`src/rtl/ppm_pkg.sv`:
```
// constants, types and carriers of the protection priority and mode logic
// assumes one 25 MHz clock, a synchronous active-high reset and an APB master
//
// What this block does
// - three trip divisions feed two independent voting and actuation divisions
// - each of the four trip functions votes two-out-of-three, or one-out-of-two when selected; high flux always votes two-out-of-three
// - automatic and manual safety actuation override nonsafety commands on every output
// - with nonsafety enable inactive every nonsafety command is ignored
// - enabled nonsafety command drives addressed output when no safety actuation present
// - command carries address and mirrored complement; only a consistent pair acts
// - nonsafety enable gates the whole parallel command interface into priority logic
// - new mode taken only on mode input rising edge or limit lockout; steady level keeps mode
// - on rising edge mode advances only if current mode permissives hold
// - limits violated after a transition: actuate, force mode 3, ignore mode input
// - actuation divisions A and B each have their own mode input
// - each division processes its own inputs before sharing results for voting
// - monitoring-only variables go only to the monitoring register path
// - each of three divisions has its own display path
// - enabled nonsafety commands may energize or de-energize any interface output
// - mode 0 to 1 needs dump and fill valves closed and flow above minimum
// - cell safety actuation when two of three high flux trips are active in mode 0 or 1
package ppm_pkg;

  timeunit 1ns;
  timeprecision 1ns;

  localparam int NDIV = 3;
  localparam int NACT = 2;
  localparam int NF = 4;
  localparam int NOUT = 8;
  localparam int AW = $clog2(NOUT) + 1;
  localparam int MON_W = 8;
  localparam int SYNC_W = 2;

  localparam logic [11:0] OFF_CTRL = 12'h000;
  localparam logic [11:0] OFF_STATUS = 12'h004;
  localparam logic [11:0] OFF_IRQ_STAT = 12'h008;
  localparam logic [11:0] OFF_IRQ_MASK = 12'h00c;
  localparam logic [11:0] OFF_MON = 12'h010;
  localparam logic [11:0] OFF_OUTS = 12'h014;

  localparam logic [NF-1:0] CTRL_RST = 4'h0;
  localparam logic [NOUT-1:0] SAFE_OUT = 8'h00;

  localparam int EV_ADV = 0;
  localparam int EV_REFUSE = 1;
  localparam int EV_LOCK = 2;
  localparam int EV_ACT = 3;
  localparam int EV_BADCMD = 4;
  localparam int EV_W = 5;
  localparam logic [EV_W-1:0] IMASK_RST = 5'h00;

  typedef enum logic [4:0] {
    MODE_0 = 5'h01,
    MODE_1 = 5'h02,
    MODE_2 = 5'h04,
    MODE_3 = 5'h08,
    MODE_4 = 5'h10
  } ppm_mode_t;

  typedef struct packed {
    logic [NDIV-1:0][NF-1:0] trip;
    logic [NDIV-1:0] flux_hi;
    logic [NACT-1:0] manual;
    logic [NACT-1:0] ns_en;
    logic [NACT-1:0] mode_req;
    logic dump_closed;
    logic fill_closed;
    logic flow_ok;
    logic [2:0] perm;
    logic limits_ok;
    logic ns_strobe;
    logic [AW-1:0] ns_addr;
    logic [AW-1:0] ns_addr_n;
    logic [MON_W-1:0] mon;
  } ppm_pins_t;

  typedef struct packed {
    ppm_mode_t mode;
    logic req_q;
    logic chk;
    logic lock;
    logic act;
    logic [NOUT-1:0] ns;
    logic [NOUT-1:0] equipment_interface_module;
  } ppm_div_t;

endpackage

```
`src/rtl/ppm_sync.sv`:
```
// two-flop synchroniser for a bundle of asynchronous pins
// assumes the bits are independent levels; no word coherence is promised
module ppm_sync import ppm_pkg::*; #(
  parameter int W = 8
) (
  input wire logic sys_clk_i,
  input wire logic rst_i,
  input wire logic [W-1:0] d_i,
  output logic [W-1:0] q_o
);

  timeunit 1ns;
  timeprecision 1ns;

  typedef struct packed {
    logic [W-1:0] s1;
    logic [W-1:0] s2;
  } ppm_sync_t;

  ppm_sync_t sync_reg;
  ppm_sync_t sync_next;

  always_comb begin
    sync_next.s1 = d_i;
    sync_next.s2 = sync_reg.s1;
  end

  always_ff @(posedge sys_clk_i) begin
    if (rst_i) begin
      sync_reg <= '0;
    end else begin
      sync_reg <= sync_next;
    end
  end

  assign q_o = sync_reg.s2;

endmodule

```
`src/rtl/ppm_vote.sv`:
```
// per-function channel voter of one actuation division
// assumes channel inputs are already synchronised
module ppm_vote import ppm_pkg::*; #(
  parameter int N = 4
) (
  input wire logic [NDIV-1:0][N-1:0] trip_i,
  input wire logic [N-1:0] sel_1oo2_i,
  output logic [N-1:0] vote_o
);

  timeunit 1ns;
  timeprecision 1ns;

  genvar k;
  generate
    for (k = 0; k < N; k++) begin : g_fn
      logic maj;
      assign maj = (trip_i[0][k] & trip_i[1][k]) |
                   (trip_i[0][k] & trip_i[2][k]) |
                   (trip_i[1][k] & trip_i[2][k]);
      // one-out-of-two uses channels a and b only
      assign vote_o[k] = sel_1oo2_i[k] ? (trip_i[0][k] | trip_i[1][k]) :
                                         maj;
    end
  endgenerate

endmodule

```
`src/rtl/ppm_top.sv`:
```
// voting, actuation priority and mode logic of the two actuation divisions
// assumes all field and controller pins are asynchronous, apb is on sys_clk_i
module ppm_top import ppm_pkg::*; (
  input wire logic sys_clk_i,
  input wire logic rst_i,
  input wire logic [NDIV-1:0][NF-1:0] trip_i,
  input wire logic [NDIV-1:0] flux_hi_i,
  input wire logic [NACT-1:0] manual_act_i,
  input wire logic [NACT-1:0] ns_enable_i,
  input wire logic [NACT-1:0] mode_req_i,
  input wire logic dump_closed_i,
  input wire logic fill_closed_i,
  input wire logic flow_ok_i,
  input wire logic [2:0] mode_perm_i,
  input wire logic limits_ok_i,
  input wire logic ns_strobe_i,
  input wire logic [AW-1:0] ns_addr_i,
  input wire logic [AW-1:0] ns_addr_n_i,
  input wire logic [MON_W-1:0] mon_i,
  input wire logic psel_i,
  input wire logic penable_i,
  input wire logic pwrite_i,
  input wire logic [11:0] paddr_i,
  input wire logic [31:0] pwdata_i,
  input wire logic [3:0] pstrb_i,
  output logic [31:0] prdata_o,
  output logic pready_o,
  output logic pslverr_o,
  output logic [NACT-1:0][NOUT-1:0] eim_o,
  output logic [NACT-1:0] act_o,
  output logic [NACT-1:0][4:0] mode_o,
  output logic [NACT-1:0] lock_o,
  output logic [NDIV-1:0][NF-1:0] disp_o,
  output logic irq_o
);

  timeunit 1ns;
  timeprecision 1ns;

  typedef struct packed {
    ppm_div_t [NACT-1:0] div;
    logic strobe_q;
    logic [NF-1:0] vote_1oo2;
    logic [EV_W-1:0] ist;
    logic [EV_W-1:0] imask;
    logic irq;
    logic pready;
    logic pslverr;
    logic [31:0] prdata;
    logic [NDIV-1:0][NF-1:0] disp;
  } ppm_state_t;

  ppm_state_t st_reg;
  ppm_state_t st_next;
  ppm_pins_t raw;
  ppm_pins_t pin;
  logic [NACT-1:0][NF-1:0] fn_vote;
  logic [NACT-1:0][0:0] flux_vote;

  // every field and controller pin crosses two flops before any logic looks at it
  assign raw.trip = trip_i;
  assign raw.flux_hi = flux_hi_i;
  assign raw.manual = manual_act_i;
  assign raw.ns_en = ns_enable_i;
  assign raw.mode_req = mode_req_i;
  assign raw.dump_closed = dump_closed_i;
  assign raw.fill_closed = fill_closed_i;
  assign raw.flow_ok = flow_ok_i;
  assign raw.perm = mode_perm_i;
  assign raw.limits_ok = limits_ok_i;
  assign raw.ns_strobe = ns_strobe_i;
  assign raw.ns_addr = ns_addr_i;
  assign raw.ns_addr_n = ns_addr_n_i;
  assign raw.mon = mon_i;

  ppm_sync #(
    .W($bits(ppm_pins_t))
  ) u_sync (
    .sys_clk_i(sys_clk_i),
    .rst_i(rst_i),
    .d_i(raw),
    .q_o(pin)
  );

  // each actuation division votes the three trip channels on its own
  genvar d;
  generate
    for (d = 0; d < NACT; d++) begin : g_act
      ppm_vote #(
        .N(NF)
      ) u_fn_vote (
        .trip_i(pin.trip),
        .sel_1oo2_i(st_reg.vote_1oo2),
        .vote_o(fn_vote[d])
      );
      logic [NDIV-1:0][0:0] flux_ch;
      assign flux_ch[0][0] = pin.flux_hi[0];
      assign flux_ch[1][0] = pin.flux_hi[1];
      assign flux_ch[2][0] = pin.flux_hi[2];
      ppm_vote #(
        .N(1)
      ) u_flux_vote (
        .trip_i(flux_ch),
        .sel_1oo2_i(1'b0),
        .vote_o(flux_vote[d])
      );
    end
  endgenerate

  // fixed sequence, one step per accepted edge; mode 4 wraps to mode 0
  function automatic ppm_mode_t step_mode(input ppm_mode_t m);
    unique case (m)
      MODE_0: step_mode = MODE_1;
      MODE_1: step_mode = MODE_2;
      MODE_2: step_mode = MODE_3;
      MODE_3: step_mode = MODE_4;
      MODE_4: step_mode = MODE_0;
      default: step_mode = MODE_3;
    endcase
  endfunction

  function automatic logic perm_ok(input ppm_mode_t m, input ppm_pins_t p);
    unique case (m)
      MODE_0: perm_ok = p.dump_closed & p.fill_closed & p.flow_ok;
      MODE_1: perm_ok = p.fill_closed;
      MODE_2: perm_ok = p.perm[0];
      MODE_3: perm_ok = p.perm[1];
      MODE_4: perm_ok = p.perm[2];
      default: perm_ok = 1'b0;
    endcase
  endfunction

  // high flux actuation is only armed while filling can happen
  function automatic logic flux_armed(input ppm_mode_t m);
    flux_armed = (m == MODE_0) || (m == MODE_1);
  endfunction

  function automatic logic is_mapped(input logic [11:0] a);
    is_mapped = (a == OFF_CTRL) || (a == OFF_STATUS) ||
                (a == OFF_IRQ_STAT) || (a == OFF_IRQ_MASK) ||
                (a == OFF_MON) || (a == OFF_OUTS);
  endfunction

  function automatic logic [15:0] status_word(input ppm_state_t s);
    status_word = {2'h0, s.div[1].act, s.div[0].act,
                   s.div[1].lock, s.div[0].lock,
                   s.div[1].mode, s.div[0].mode};
  endfunction

  // reads have no side effect here; the status clear happens at completion
  function automatic logic [31:0] read_word(input logic [11:0] a,
                                            input ppm_state_t s,
                                            input logic [MON_W-1:0] mon);
    logic [31:0] w;
    w = '0;
    unique case (a)
      OFF_CTRL: w[NF-1:0] = s.vote_1oo2;
      OFF_STATUS: w[15:0] = status_word(s);
      OFF_IRQ_STAT: w[EV_W-1:0] = s.ist;
      OFF_IRQ_MASK: w[EV_W-1:0] = s.imask;
      // monitoring-only values are visible here and feed no safety path
      OFF_MON: w[MON_W-1:0] = mon;
      OFF_OUTS: w[15:0] = {s.div[1].equipment_interface_module, s.div[0].equipment_interface_module};
      default: w = '0;
    endcase
    read_word = w;
  endfunction

  always_comb begin
    logic strobe_rise;
    logic pair_ok;
    logic rise;
    logic auto_act;
    logic acc;
    logic done;
    logic [AW-2:0] idx;
    logic [EV_W-1:0] ev;
    strobe_rise = 1'b0;
    pair_ok = 1'b0;
    rise = 1'b0;
    auto_act = 1'b0;
    acc = 1'b0;
    done = 1'b0;
    idx = '0;
    ev = '0;
    st_next = st_reg;

    st_next.strobe_q = pin.ns_strobe;
    strobe_rise = pin.ns_strobe & ~st_reg.strobe_q;
    pair_ok = (pin.ns_addr == ~pin.ns_addr_n);
    idx = pin.ns_addr[AW-2:0];

    for (int i = 0; i < NACT; i++) begin
      // own mode input per division
      st_next.div[i].req_q = pin.mode_req[i];
      rise = pin.mode_req[i] & ~st_reg.div[i].req_q;
      if (st_reg.div[i].lock) begin
        // locked out: mode input no longer matters
        st_next.div[i].mode = MODE_3;
      end else if (st_reg.div[i].chk) begin
        st_next.div[i].chk = 1'b0;
        if (!pin.limits_ok) begin
          st_next.div[i].lock = 1'b1;
          st_next.div[i].mode = MODE_3;
          ev[EV_LOCK] = 1'b1;
        end
      end else if (rise) begin
        if (perm_ok(st_reg.div[i].mode, pin)) begin
          st_next.div[i].mode = step_mode(st_reg.div[i].mode);
          st_next.div[i].chk = 1'b1;
          ev[EV_ADV] = 1'b1;
        end else begin
          ev[EV_REFUSE] = 1'b1;
        end
      end

      auto_act = (|fn_vote[i]) | st_reg.div[i].lock |
                 (flux_vote[i][0] & flux_armed(st_reg.div[i].mode));
      st_next.div[i].act = auto_act | pin.manual[i];
      if (st_next.div[i].act && !st_reg.div[i].act) begin
        ev[EV_ACT] = 1'b1;
      end

      // command path only open while this division's enable is on
      if (strobe_rise && pin.ns_en[i]) begin
        if (pair_ok) begin
          st_next.div[i].ns[idx] = pin.ns_addr[AW-1];
        end else begin
          ev[EV_BADCMD] = 1'b1;
        end
      end

      // safety actuation wins over anything nonsafety has set
      if (st_next.div[i].act) begin
        st_next.div[i].equipment_interface_module = SAFE_OUT;
      end else begin
        st_next.div[i].equipment_interface_module = st_next.div[i].ns;
      end
    end

    // each trip division reaches the display on its own lanes
    st_next.disp = pin.trip;

    // apb: one wait state, answer registered with pready
    acc = psel_i & penable_i;
    done = acc & st_reg.pready;
    st_next.pready = acc & ~st_reg.pready;
    if (acc && !st_reg.pready) begin
      st_next.pslverr = ~is_mapped(paddr_i);
      st_next.prdata = '0;
      if (!pwrite_i) begin
        st_next.prdata = read_word(paddr_i, st_reg, pin.mon);
      end
    end else begin
      // the error flag stands only in the cycle in which pready is high
      st_next.pslverr = 1'b0;
    end

    if (done && pwrite_i && pstrb_i[0]) begin
      if (paddr_i == OFF_CTRL) begin
        st_next.vote_1oo2 = pwdata_i[NF-1:0];
      end
      if (paddr_i == OFF_IRQ_MASK) begin
        st_next.imask = pwdata_i[EV_W-1:0];
      end
    end

    // read clears, but a same-cycle event still lands
    if (done && !pwrite_i && paddr_i == OFF_IRQ_STAT) begin
      st_next.ist = '0;
    end
    st_next.ist = st_next.ist | ev;
    st_next.irq = |(st_next.ist & st_next.imask);
  end

  always_ff @(posedge sys_clk_i) begin
    if (rst_i) begin
      for (int i = 0; i < NACT; i++) begin
        st_reg.div[i].mode <= MODE_0;
        st_reg.div[i].req_q <= 1'b0;
        st_reg.div[i].chk <= 1'b0;
        st_reg.div[i].lock <= 1'b0;
        st_reg.div[i].act <= 1'b0;
        st_reg.div[i].ns <= SAFE_OUT;
        st_reg.div[i].equipment_interface_module <= SAFE_OUT;
      end
      st_reg.strobe_q <= 1'b0;
      st_reg.vote_1oo2 <= CTRL_RST;
      st_reg.ist <= '0;
      st_reg.imask <= IMASK_RST;
      st_reg.irq <= 1'b0;
      st_reg.pready <= 1'b0;
      st_reg.pslverr <= 1'b0;
      st_reg.prdata <= '0;
      st_reg.disp <= '0;
    end else begin
      st_reg <= st_next;
    end
  end

  always_comb begin
    for (int i = 0; i < NACT; i++) begin
      eim_o[i] = st_reg.div[i].equipment_interface_module;
      act_o[i] = st_reg.div[i].act;
      mode_o[i] = st_reg.div[i].mode;
      lock_o[i] = st_reg.div[i].lock;
    end
  end

  assign prdata_o = st_reg.prdata;
  assign pready_o = st_reg.pready;
  assign pslverr_o = st_reg.pslverr;
  assign disp_o = st_reg.disp;
  assign irq_o = st_reg.irq;

endmodule

```
`config.mk`:
```
export PLATFORM = sky130hd
export DESIGN_NAME = ppm_top
export DESIGN_NICKNAME = d
export VERILOG_FILES = /design/src/rtl/ppm_pkg.sv /design/src/rtl/ppm_sync.sv /design/src/rtl/ppm_vote.sv /design/src/rtl/ppm_top.sv
export SDC_FILE = /design/constraint.sdc
export NUM_CORES = 1
export LEC_CHECK = 0
export ABC_AREA = 1
export BUFFER_PORTS_ARGS = -buffer_cell sky130_fd_sc_hd__buf_2
export CAP_MARGIN = 15
export CORE_MARGIN = 2
export CORE_UTILIZATION = 40
export CTS_CLUSTER_DIAMETER = 100
export DETAILED_ROUTE_END_ITERATION = 16
export SYNTH_ARGS = -nofsm -noshare
export SYNTH_HDL_FRONTEND = slang
export SYNTH_SLANG_ARGS = --single-unit
export TNS_END_PERCENT = 5
```
`constraint.sdc`:
```
create_clock -name sys_clk_i -period 1.5 [get_ports sys_clk_i]
set_input_delay 0.075 -clock sys_clk_i [delete_from_list [all_inputs] [get_ports sys_clk_i]]
set_output_delay 0.075 -clock sys_clk_i [all_outputs]
set_load 0.05 [all_outputs]
```
==> results of run 1 <==
final cells by class:
| class | instances | share of cell area, % |
|---|---|---|
| Tap cell | 234 | 2.97 |
| Clock inverter | 12 | 1.28 |
| Clock buffer | 20 | 4.54 |
| Timing Repair Buffer | 257 | 18.0 |
| Multi-Input combinational cell | 528 | 27.5 |
| Inverter | 198 | 7.60 |
| Sequential cell | 186 | 38.0 |
how the worst max path moves through the flow:
stage | to | slack (ns) | cells past startpoint
6_report | eim_o[13] | -0.1 | 9
3_5_place_dp | mode_o[2] | -0.15 | 10
3_3_place_gp | irq_o | -0.12 | 10
5_1_grt | eim_o[13] | -0.18 | 9
4_1_cts | st_reg[70] | -0.05 | 8
2_1_floorplan | irq_o | -0.02 | 7
repair_timing:
item	4_1_cts	5_1_grt
pin swaps	5	22
hold buffers	51	0
endpoints found under the setup margin	31	58
resized for setup	37	66
setup buffers	0	5
hold endpoints to repair	53	0
synthesized netlist by cell type, types with 2 or more instances:
master	number	area (sq um)
nor2_1	176	661
inv_1	193	724
nor2_2	5	31.3
nand4_1	7	43.8
clkinv_1	3	11.3
a211oi_1	12	90.1
buf_2	2	10.0
dfxtp_1	186	3720
nor4_2	6	75.1
o221ai_1	3	26.3
a21oi_1	39	195
nand3_1	58	290
nand2_2	3	18.8
nand2_1	128	480
a31oi_1	3	18.8
nor3_1	12	60.1
xnor2_1	3	26.3
clkbuf_1	21	78.8
or2_0	3	18.8
o22ai_1	4	25.0
o211ai_1	3	22.5
o21ai_0	30	150
a32oi_1	6	52.6
buf_4	74	556
nor2_4	2	22.5
o21a_1	4	30.0
power groups by stage:
stage | registers, mW | clock network, mW | logic, mW
floorplan | 5.23 | 0 | 0.464
global placement | 5.24 | 0 | 0.642
detailed placement | 5.24 | 0 | 0.646
CTS | 5.12 | 4.40 | 0.754
global route | 5.13 | 4.61 | 0.853
finish | 5.12 | 4.30 | 0.774
worst register-to-register path, cell delays in order (launching register included):
cell and delay (ns):
dfxtp_2 0.34, inv_2 0.03, or2_1 0.21, a21oi_2 0.17, nand2_4 0.12, buf_4 0.16, nor2_2 0.11, inv_1 0.10
o21ai_2 0.16, a211oi_2 0.09
logic make-up (layout without fill, tap and decap cells):
| logic type | after synthesis | in the layout | synth area share, % |
|---|---|---|---|
| compound gates | 106 | 106 | 8.38 |
| xor+xnor | 3 | 3 | 0.350 |
| buf+inv | 296 | 487 | 18.6 |
| flops | 186 | 186 | 49.6 |
| other cells | 1 | 16 | 0.0500 |
| simple gates | 403 | 403 | 23.0 |
stage by stage:
step | hold WS [ns] | area, sq um
global placement | 0.279 | 8420
global route | 0.144 | 9840
finish | 0.141 | 9840
CTS | 0.131 | 9580
detailed placement | 0.280 | 8420
floorplan | 0.182 | 7560
placed cells by master (no fill, tap or decap), drive strengths merged:
cell and count:
buf 206, inv 203, dfxtp 186, nor2 183, nand2 132, nand3 58
dlygate4sd3 51, a21oi 40, o21ai 30, clkbuf 20, conb 16, nor3 12
a211oi 12, nand4 7, nor4 6, a32oi 6, clkinv 6, o21a 4
o22ai 4, or2 4, o211ai 3, xnor2 3, o221ai 3, a31oi 3
and3 1, a41oi 1, clkinvlp 1
per-layer routing:
layer,GRT usage [%],vias to the layer above
li1,-,3345
met1,23.5,2791
met2,28.1,147
met3,3.77,23
met4,6.68,0
met5,0,-
==> flow_metrics.tcl, run 1 <==
set metrics [dict create \
    status "finished, violations left" \
    violations "setup timing" \
    die_area_sq_um 19900 \
    io_buffers 128 \
    fin_crit_ns 1.60 \
    rsz0062_at_grt "true" \
    drc 0 \
    clk_pin_slew_ns 0.08 \
    hold_path_class "input port to register" \
    tritoncts "done" \
    avgSynthCellArea_sq_um 7.54 \
    cp_slowest_cell "dfxtp_2" \
    synth_ff_type "dfxtp_1" \
    p_seq_share_pct 50.2 \
    cp_max_fo 6 \
    worstSetupStartpointType "register" \
    drt-wirelength-per-cell_um 12.3 \
    cp_cell_sequence "inv_2, or2_1, a21oi_2, nand2_4, buf_4, nor2_2, inv_1, o21ai_2, a211oi_2" \
    dr_wl_met3_um 835 \
    synthArstFlopShare_pct 0 \
    p_total_mw 10.2 \
    highest-signal-layer "met4" \
    synthCells 995 \
    fmax_mhz 627 \
    pre_cts_slack_ns -0.147 \
    met2_length_mm 8.17 \
    syn_area_sq_um 7500 \
    yosysWarnings 0 \
    combPwrFrac_pct 7.6 \
    synth_seq_area_share_pct 49.6 \
    r2r_setup_slack_ns -0.1 \
    hold_viol_final 0 \
    clk_root_buffer_cell "clkbuf_16" \
    htreeDepth 4 \
    end_kind "register" \
    p_leak_nw 4.73 \
    nFillCells 1785 \
    worst_pin_slew_ns 0.528 \
    grtUsageTotal_pct 17.6 \
    relSlewSlack_pct 64.8 \
    dp_hpwl_mm 12.9 \
    gp_congestion 0.870 \
    die_w_um 141 \
    start_util_pct 40.4 \
    final_antenna_net_count 0 \
    clock-sinks 186 \
    num_vias 6306 \
    crit_type "register to register" \
    drtIter0Drc 339 \
    die_h_um 141 \
    crit_start "u_sync.q_o[12]" \
    cp_num_buf_inv 3 \
    yosys.cell_types.count 35 \
    worstPathRequired_ns 1.81 \
    routed_wl_mm 17.7 \
    firstDrtPassIters 5 \
    met1Wirelength_mm 8.36 \
    p_int_mw 7.62 \
    timing.final.ws_setup_ns -0.0958 \
    power.switching_mw 2.57 \
    arrival_ns 1.91 \
    rr_worst_depth 9 \
    tns_ns -0.686 \
    dp.cells 1348 \
    cts-buffers-inserted 17 \
    finalClockSkew_ns 0.0102 \
    timing.rr.end "eim_o[13]" \
    ir_worst_vdd_v 0.000826 \
    cap_violations 0 \
    reg2reg_from "u_sync.q_o[12]" \
    grt_pass1_vias 5723 \
    critPathMaxStageDelay_ns 0.34 \
    critPathTopFamily "simple AND/OR/NAND/NOR gates" \
    fin_util_pct 53.0 \
    fin_crit_sh_pct 106 \
    via_per_inst 4.39 \
    synth_edf_count 0 \
    core-area_sq_um 18600 \
    ys_seq_elements 186 \
    drv_slew 0 \
    seqCellArea_sq_um 3740 \
    clkPwrFrac_pct 42.2 \
    multiInputGateArea_sq_um 2710 \
    layout.cells.non_filler 1435 \
    antenna_found_initial 0 \
    num_rows 50 \
    power_density_nw_per_um2 1040 \
    hold_depth 4 \
    hp-start "paddr_i[0]" \
    clockBufferDepth 2 \
    gr-total-overflow 0 \
    syn2layout_area_growth_pct 31.2 \
    grt_pass1_wl_mm 27.7 \
    setup_viol 22 \
    pin_count 175 \
    grt_max_degree 77 \
    switching_share_pct 25.3 \
    clkLatencyLatePin_ns 0.43 \
    antenna_cells 0 \
    drive_above_1_share_pct 27.2 \
    min_to "pslverr_o" \
    fin_nets 1286 \
]
Note: power is estimated with default switching activity, not from simulation.
==> run 2: changes to the inputs <==
--- a/config.mk
+++ b/config.mk
@@ -12,6 +12,7 @@
 export CORE_UTILIZATION = 40
 export CTS_CLUSTER_DIAMETER = 100
 export DETAILED_ROUTE_END_ITERATION = 16
+export MAX_ROUTING_LAYER = met4
 export SYNTH_ARGS = -nofsm -noshare
 export SYNTH_HDL_FRONTEND = slang
 export SYNTH_SLANG_ARGS = --single-unit
==> flow_metrics.tcl, run 2 (synthesized netlist as in run 1, its figures left out) <==
set metrics [dict create \
    status "finished, violations left" \
    violations "setup timing" \
    via_per_inst 4.36 \
    cap_violations 0 \
    firstDrtPassIters 4 \
    cp_max_fo 6 \
    die_area_sq_um 19900 \
    power_density_nw_per_um2 1040 \
    clockBufferDepth 2 \
    grtUsageTotal_pct 18.4 \
    pre_cts_slack_ns -0.173 \
    die_h_um 141 \
    fin_crit_sh_pct 108 \
    finalClockSkew_ns 0.00593 \
    p_leak_nw 4.72 \
    worstPathRequired_ns 1.84 \
    rr_worst_depth 10 \
    fin_area_sq_um 9780 \
    arrival_ns 1.96 \
    hold_viol_final 0 \
    fin_crit_ns 1.62 \
    end_kind "register" \
    num_rows 50 \
    critPathTopFamily "simple AND/OR/NAND/NOR gates" \
    drtIter0Drc 348 \
    fmax_mhz 618 \
    crit_cells 10 \
    placed_area_sq_um 8440 \
    power.switching_mw 2.59 \
    clkPwrFrac_pct 42.3 \
    layout_commonest_cell "inv_1" \
    grt_pass1_wl_mm 28.0 \
    cp_cell_sequence "inv_2, or2_1, a21oi_2, nand2_4, nor2_4, buf_6, nand3_2, nand2_1, inv_1, nor4_2" \
    dp_hpwl_mm 12.8 \
    tritoncts "done" \
    drv_slew 0 \
    num_vias 6266 \
    start_util_pct 40.4 \
    gp_congestion 0.904 \
    final_cell_mix "inv_1 (189), dfxtp_1 (177), nor2_1 (162)" \
    gr-total-overflow 0 \
    routed_wl_mm 17.4 \
    antenna_cells 0 \
    holdWs_ns 0.0399 \
    clock-sinks 186 \
    grt_max_degree 69 \
    rsz0062_at_grt "true" \
    timing.final.ws_setup_ns -0.119 \
    combPwrFrac_pct 7.6 \
    die_w_um 141 \
    antenna_found_initial 0 \
    pin_count 175 \
    p_seq_share_pct 50.2 \
    syn2layout_area_growth_pct 30.4 \
    final_antenna_net_count 0 \
    crit_start "u_sync.q_o[12]" \
    nFillCells 1821 \
    cp_slowest_cell "dfxtp_2" \
    clk_root_buffer_cell "clkbuf_16" \
    r2r_setup_slack_ns -0.12 \
    crit_end "eim_o[10]" \
    clk_pin_slew_ns 0.07 \
    setup_viol 20 \
    cp_num_buf_inv 3 \
    worstSetupStartpointType "register" \
    timing.rr.end "eim_o[10]" \
    core-area_sq_um 18600 \
    p_int_mw 7.62 \
    reg2reg_from "u_sync.q_o[12]" \
    ir_worst_vdd_v 0.000773 \
    crit_type "register to register" \
    switching_share_pct 25.4 \
    fin_nets 1288 \
    drive_above_1_share_pct 26.9 \
    drt-wirelength-per-cell_um 12.1 \
    clkLatencyLatePin_ns 0.43 \
    io_buffers 128 \
    cts-buffers-inserted 17 \
    critPathMaxStageDelay_ns 0.34 \
    htreeDepth 4 \
    drc 0 \
    grt_pass1_vias 5727 \
    hold_path_class "input port to register" \
]
==> run 2: cell count changes in the layout (fill, tap and decap cells not counted), sizes merged <==
cell	before	now
buf	206	209
dlygate4sd3	51	50
clkinv	6	11
inv	203	199
clkbuf	20	19
==> run 2: metal layers <==
layer,track usage [%],vias up,wire length [um]
met2,28.4,148,8000
met1,24.3,2757,8380
met3,4.48,14,892
met5,-,-,0
li1,-,3347,-
met4,4.79,0,179
==> run 2: power by group through the flow <==
stage	Combinational [mW]	Clock (mW)	Sequential, mW
global route	0.857	4.66	5.14
finish	0.773	4.32	5.12
global placement	0.649	0	5.24
detailed placement	0.652	0	5.24
CTS	0.759	4.44	5.12
floorplan	0.464	0	5.23
==> run 2: worst min path at each step <==
stage,from,end,slack [ns],cells past startpoint
floorplan,mon_i[0],u_sync.sync_next[0],0.18,2
global placement,trip_i[3],u_sync.sync_next[36],0.28,3
detailed placement,flux_hi_i[2],u_sync.sync_next[32],0.28,3
CTS,rst_i,st_reg[56],0.01,2
global route,rst_i,st_reg[56],0.02,2
finish,rst_i,st_reg[56],0.04,2
==> run 2: final cells by class <==
type | count | area (sq um) | area share [%]
well taps | 234 | 293 | 2.99
flip-flops and latches | 186 | 3740 | 38.2
clock buffers | 19 | 443 | 4.53
inverters | 198 | 744 | 7.61
multi-input cells | 528 | 2640 | 27.0
clock inverters | 13 | 136 | 1.39
repair buffers | 259 | 1790 | 18.3
==> run 2: per-stage QoR <==
stage | instances | setup TNS, ns | power [mW] | util (%)
after floorplan | 1010 | -0.0165 | 5.69 | -
after global placement | 1349 | -0.552 | 5.89 | 45.4
after detailed placement | 1349 | -1.01 | 5.89 | 45.4
after CTS | 1432 | -0.285 | 10.3 | 51.6
after global routing | 1437 | -5.19 | 10.7 | 52.6
final | 1437 | -1.11 | 10.2 | 52.6
==> run 2: repair_timing <==
action                                 4_1_cts  5_1_grt
setup endpoints to repair                   28       58
endpoints found under the hold margin       52        0
pin swaps                                    7       15
resized for setup                           35       46
buffers inserted                             1        5
cloned                                       0        0
hold buffers                                50        0
==> run 3: changes to the inputs <==
--- a/config.mk
+++ b/config.mk
@@ -13,6 +13,7 @@
 export CTS_CLUSTER_DIAMETER = 100
 export DETAILED_ROUTE_END_ITERATION = 16
 export MAX_ROUTING_LAYER = met4
+export RECOVER_POWER = 100
 export SYNTH_ARGS = -nofsm -noshare
 export SYNTH_HDL_FRONTEND = slang
 export SYNTH_SLANG_ARGS = --single-unit
==> flow_metrics.tcl, run 3 (synthesized netlist as in run 1, its figures left out) <==
set metrics [dict create \
    via_per_inst 4.37 \
    die_h_um 141 \
    dp.cells 1349 \
    cp_max_fo 6 \
    cp_cell_sequence "inv_2, or2_1, a21oi_2, nand2_4, nor2_4, buf_6, nand3_2, nand2_1, inv_1, nor4_2" \
    antenna_cells 0 \
    cap_violations 0 \
    grtUsageTotal_pct 18.4 \
    seqCellArea_sq_um 3730 \
    p_seq_share_pct 50.3 \
    power_density_nw_per_um2 1050 \
    clockBufferDepth 2 \
    fin_nets 1288 \
    p_leak_nw 4.54 \
    worstPathRequired_ns 1.84 \
    die_area_sq_um 19900 \
    clk_root_buffer_cell "clkbuf_16" \
    worstSetupStartpointType "register" \
    layout_commonest_cell "inv_1" \
    rsz0062_at_grt "true" \
    arrival_ns 1.96 \
    finalClockSkew_ns 0.00643 \
    switching_share_pct 25.3 \
    clock-sinks 186 \
    drive_above_1_share_pct 23.7 \
    htreeDepth 4 \
    combPwrFrac_pct 7.5 \
    clkPwrFrac_pct 42.3 \
    critPathTopFamily "simple AND/OR/NAND/NOR gates" \
    tritoncts "done" \
    firstDrtPassIters 5 \
    pre_cts_slack_ns -0.173 \
    multiInputGateArea_sq_um 2630 \
    dp_hpwl_mm 12.8 \
    antenna_found_initial 0 \
    nFillCells 1836 \
    fin_crit_sh_pct 108 \
    hold_viol_final 0 \
    drv_slew 0 \
    start_util_pct 40.4 \
    final_cell_mix "inv_1 (189), dfxtp_1 (178), nor2_1 (163)" \
    violations "setup timing" \
    gr-total-overflow 0 \
    fin_util_pct 52.2 \
    worst_pin_slew_ns 0.720 \
    die_w_um 141 \
    routed_wl_mm 17.5 \
    final_antenna_net_count 0 \
    tns_ns -1.08 \
    grt_pass1_wl_mm 28.0 \
    p_int_mw 7.61 \
    end_kind "register" \
    cp_num_buf_inv 3 \
    power.switching_mw 2.58 \
    layout.cells.non_filler 1437 \
    cts-buffers-inserted 17 \
    cp_slowest_cell "dfxtp_2" \
    gp_congestion 0.904 \
    fin_crit_ns 1.62 \
    setup_viol 20 \
    timing.final.ws_setup_ns -0.118 \
    relSlewSlack_pct 52.0 \
    fmax_mhz 618 \
    drtIter0Drc 344 \
    pin_count 175 \
    drc 0 \
    status "finished, violations left" \
    ir_worst_vdd_v 0.000775 \
    grt_max_degree 69 \
    core-area_sq_um 18600 \
    crit_type "register to register" \
    num_vias 6274 \
    critPathMaxStageDelay_ns 0.34 \
    clk_pin_slew_ns 0.07 \
    drt-wirelength-per-cell_um 12.2 \
    num_rows 50 \
    io_buffers 128 \
    hold_path_class "input port to register" \
    clkLatencyLatePin_ns 0.43 \
    syn2layout_area_growth_pct 29.4 \
    grt_pass1_vias 5727 \
]
run 3: path summary, 6_finish.rpt:
| path | startpoint | endpoint | slack [ns] | depth (start not counted) |
|---|---|---|---|---|
| setup reg to reg | u_sync.q_o[12] | eim_o[10] | -0.12 | 10 |
| hold reg to reg | u_sync.sync_next[24] | u_sync.q_o[24] | 0.40 | 2 |
| setup / recovery | u_sync.q_o[12] | eim_o[10] | -0.12 | 10 |
| hold / removal | rst_i | st_reg[56] | 0.03 | 2 |
run 3: timing repair:
action,CTS,global route
gates resized for setup,35,46
pin swaps,7,15
endpoints found under the setup margin,28,58
hold buffers,50,0
buffers inserted,1,5
endpoints found under the hold margin,52,0
run 3: per-layer routing:
metal / vias to the layer above / routed length, um / global-route usage [%]
li1: 3343 / - / -
met2: 140 / 8020 / 28.4
met4: 0 / 180 / 4.79
met5: - / 0 / -
met3: 16 / 856 / 4.48
met1: 2775 / 8410 / 24.3
run 3: power by group through the flow:
stage	Clock (mW)	Combinational (mW)	Sequential (mW)
global route	4.66	0.847	5.14
detailed placement	0	0.652	5.24
floorplan	0	0.464	5.23
CTS	4.44	0.759	5.12
finish	4.31	0.763	5.13
global placement	0	0.649	5.24
run 3: final cells by class:
| type | instances | share of cell area [%] |
|---|---|---|
| Tap cell | 234 | 3.02 |
| Sequential cell | 186 | 38.5 |
| Clock inverter | 13 | 1.41 |
| Clock buffer | 19 | 4.56 |
| Timing Repair Buffer | 259 | 17.8 |
| Inverter | 198 | 7.67 |
| Multi-Input combinational cell | 528 | 27.1 |
run 3: worst reg2reg max path, stage by stage (launching register included):
cell	delay [ns]
dfxtp_2	0.34
inv_2	0.03
or2_1	0.21
a21oi_2	0.16
nand2_4	0.12
nor2_4	0.16
buf_6	0.13
nand3_2	0.09
nand2_1	0.08
inv_1	0.06
nor4_2	0.15
run 3: stage by stage:
| step | power, mW | hold slack [ns] | area [sq um] |
|---|---|---|---|
| floorplan | 5.69 | 0.182 | 7560 |
| global placement | 5.89 | 0.278 | 8440 |
| detailed placement | 5.89 | 0.281 | 8440 |
| CTS | 10.3 | 0.0144 | 9590 |
| global route | 10.6 | 0.0167 | 9700 |
| finish | 10.2 | 0.0262 | 9700 |
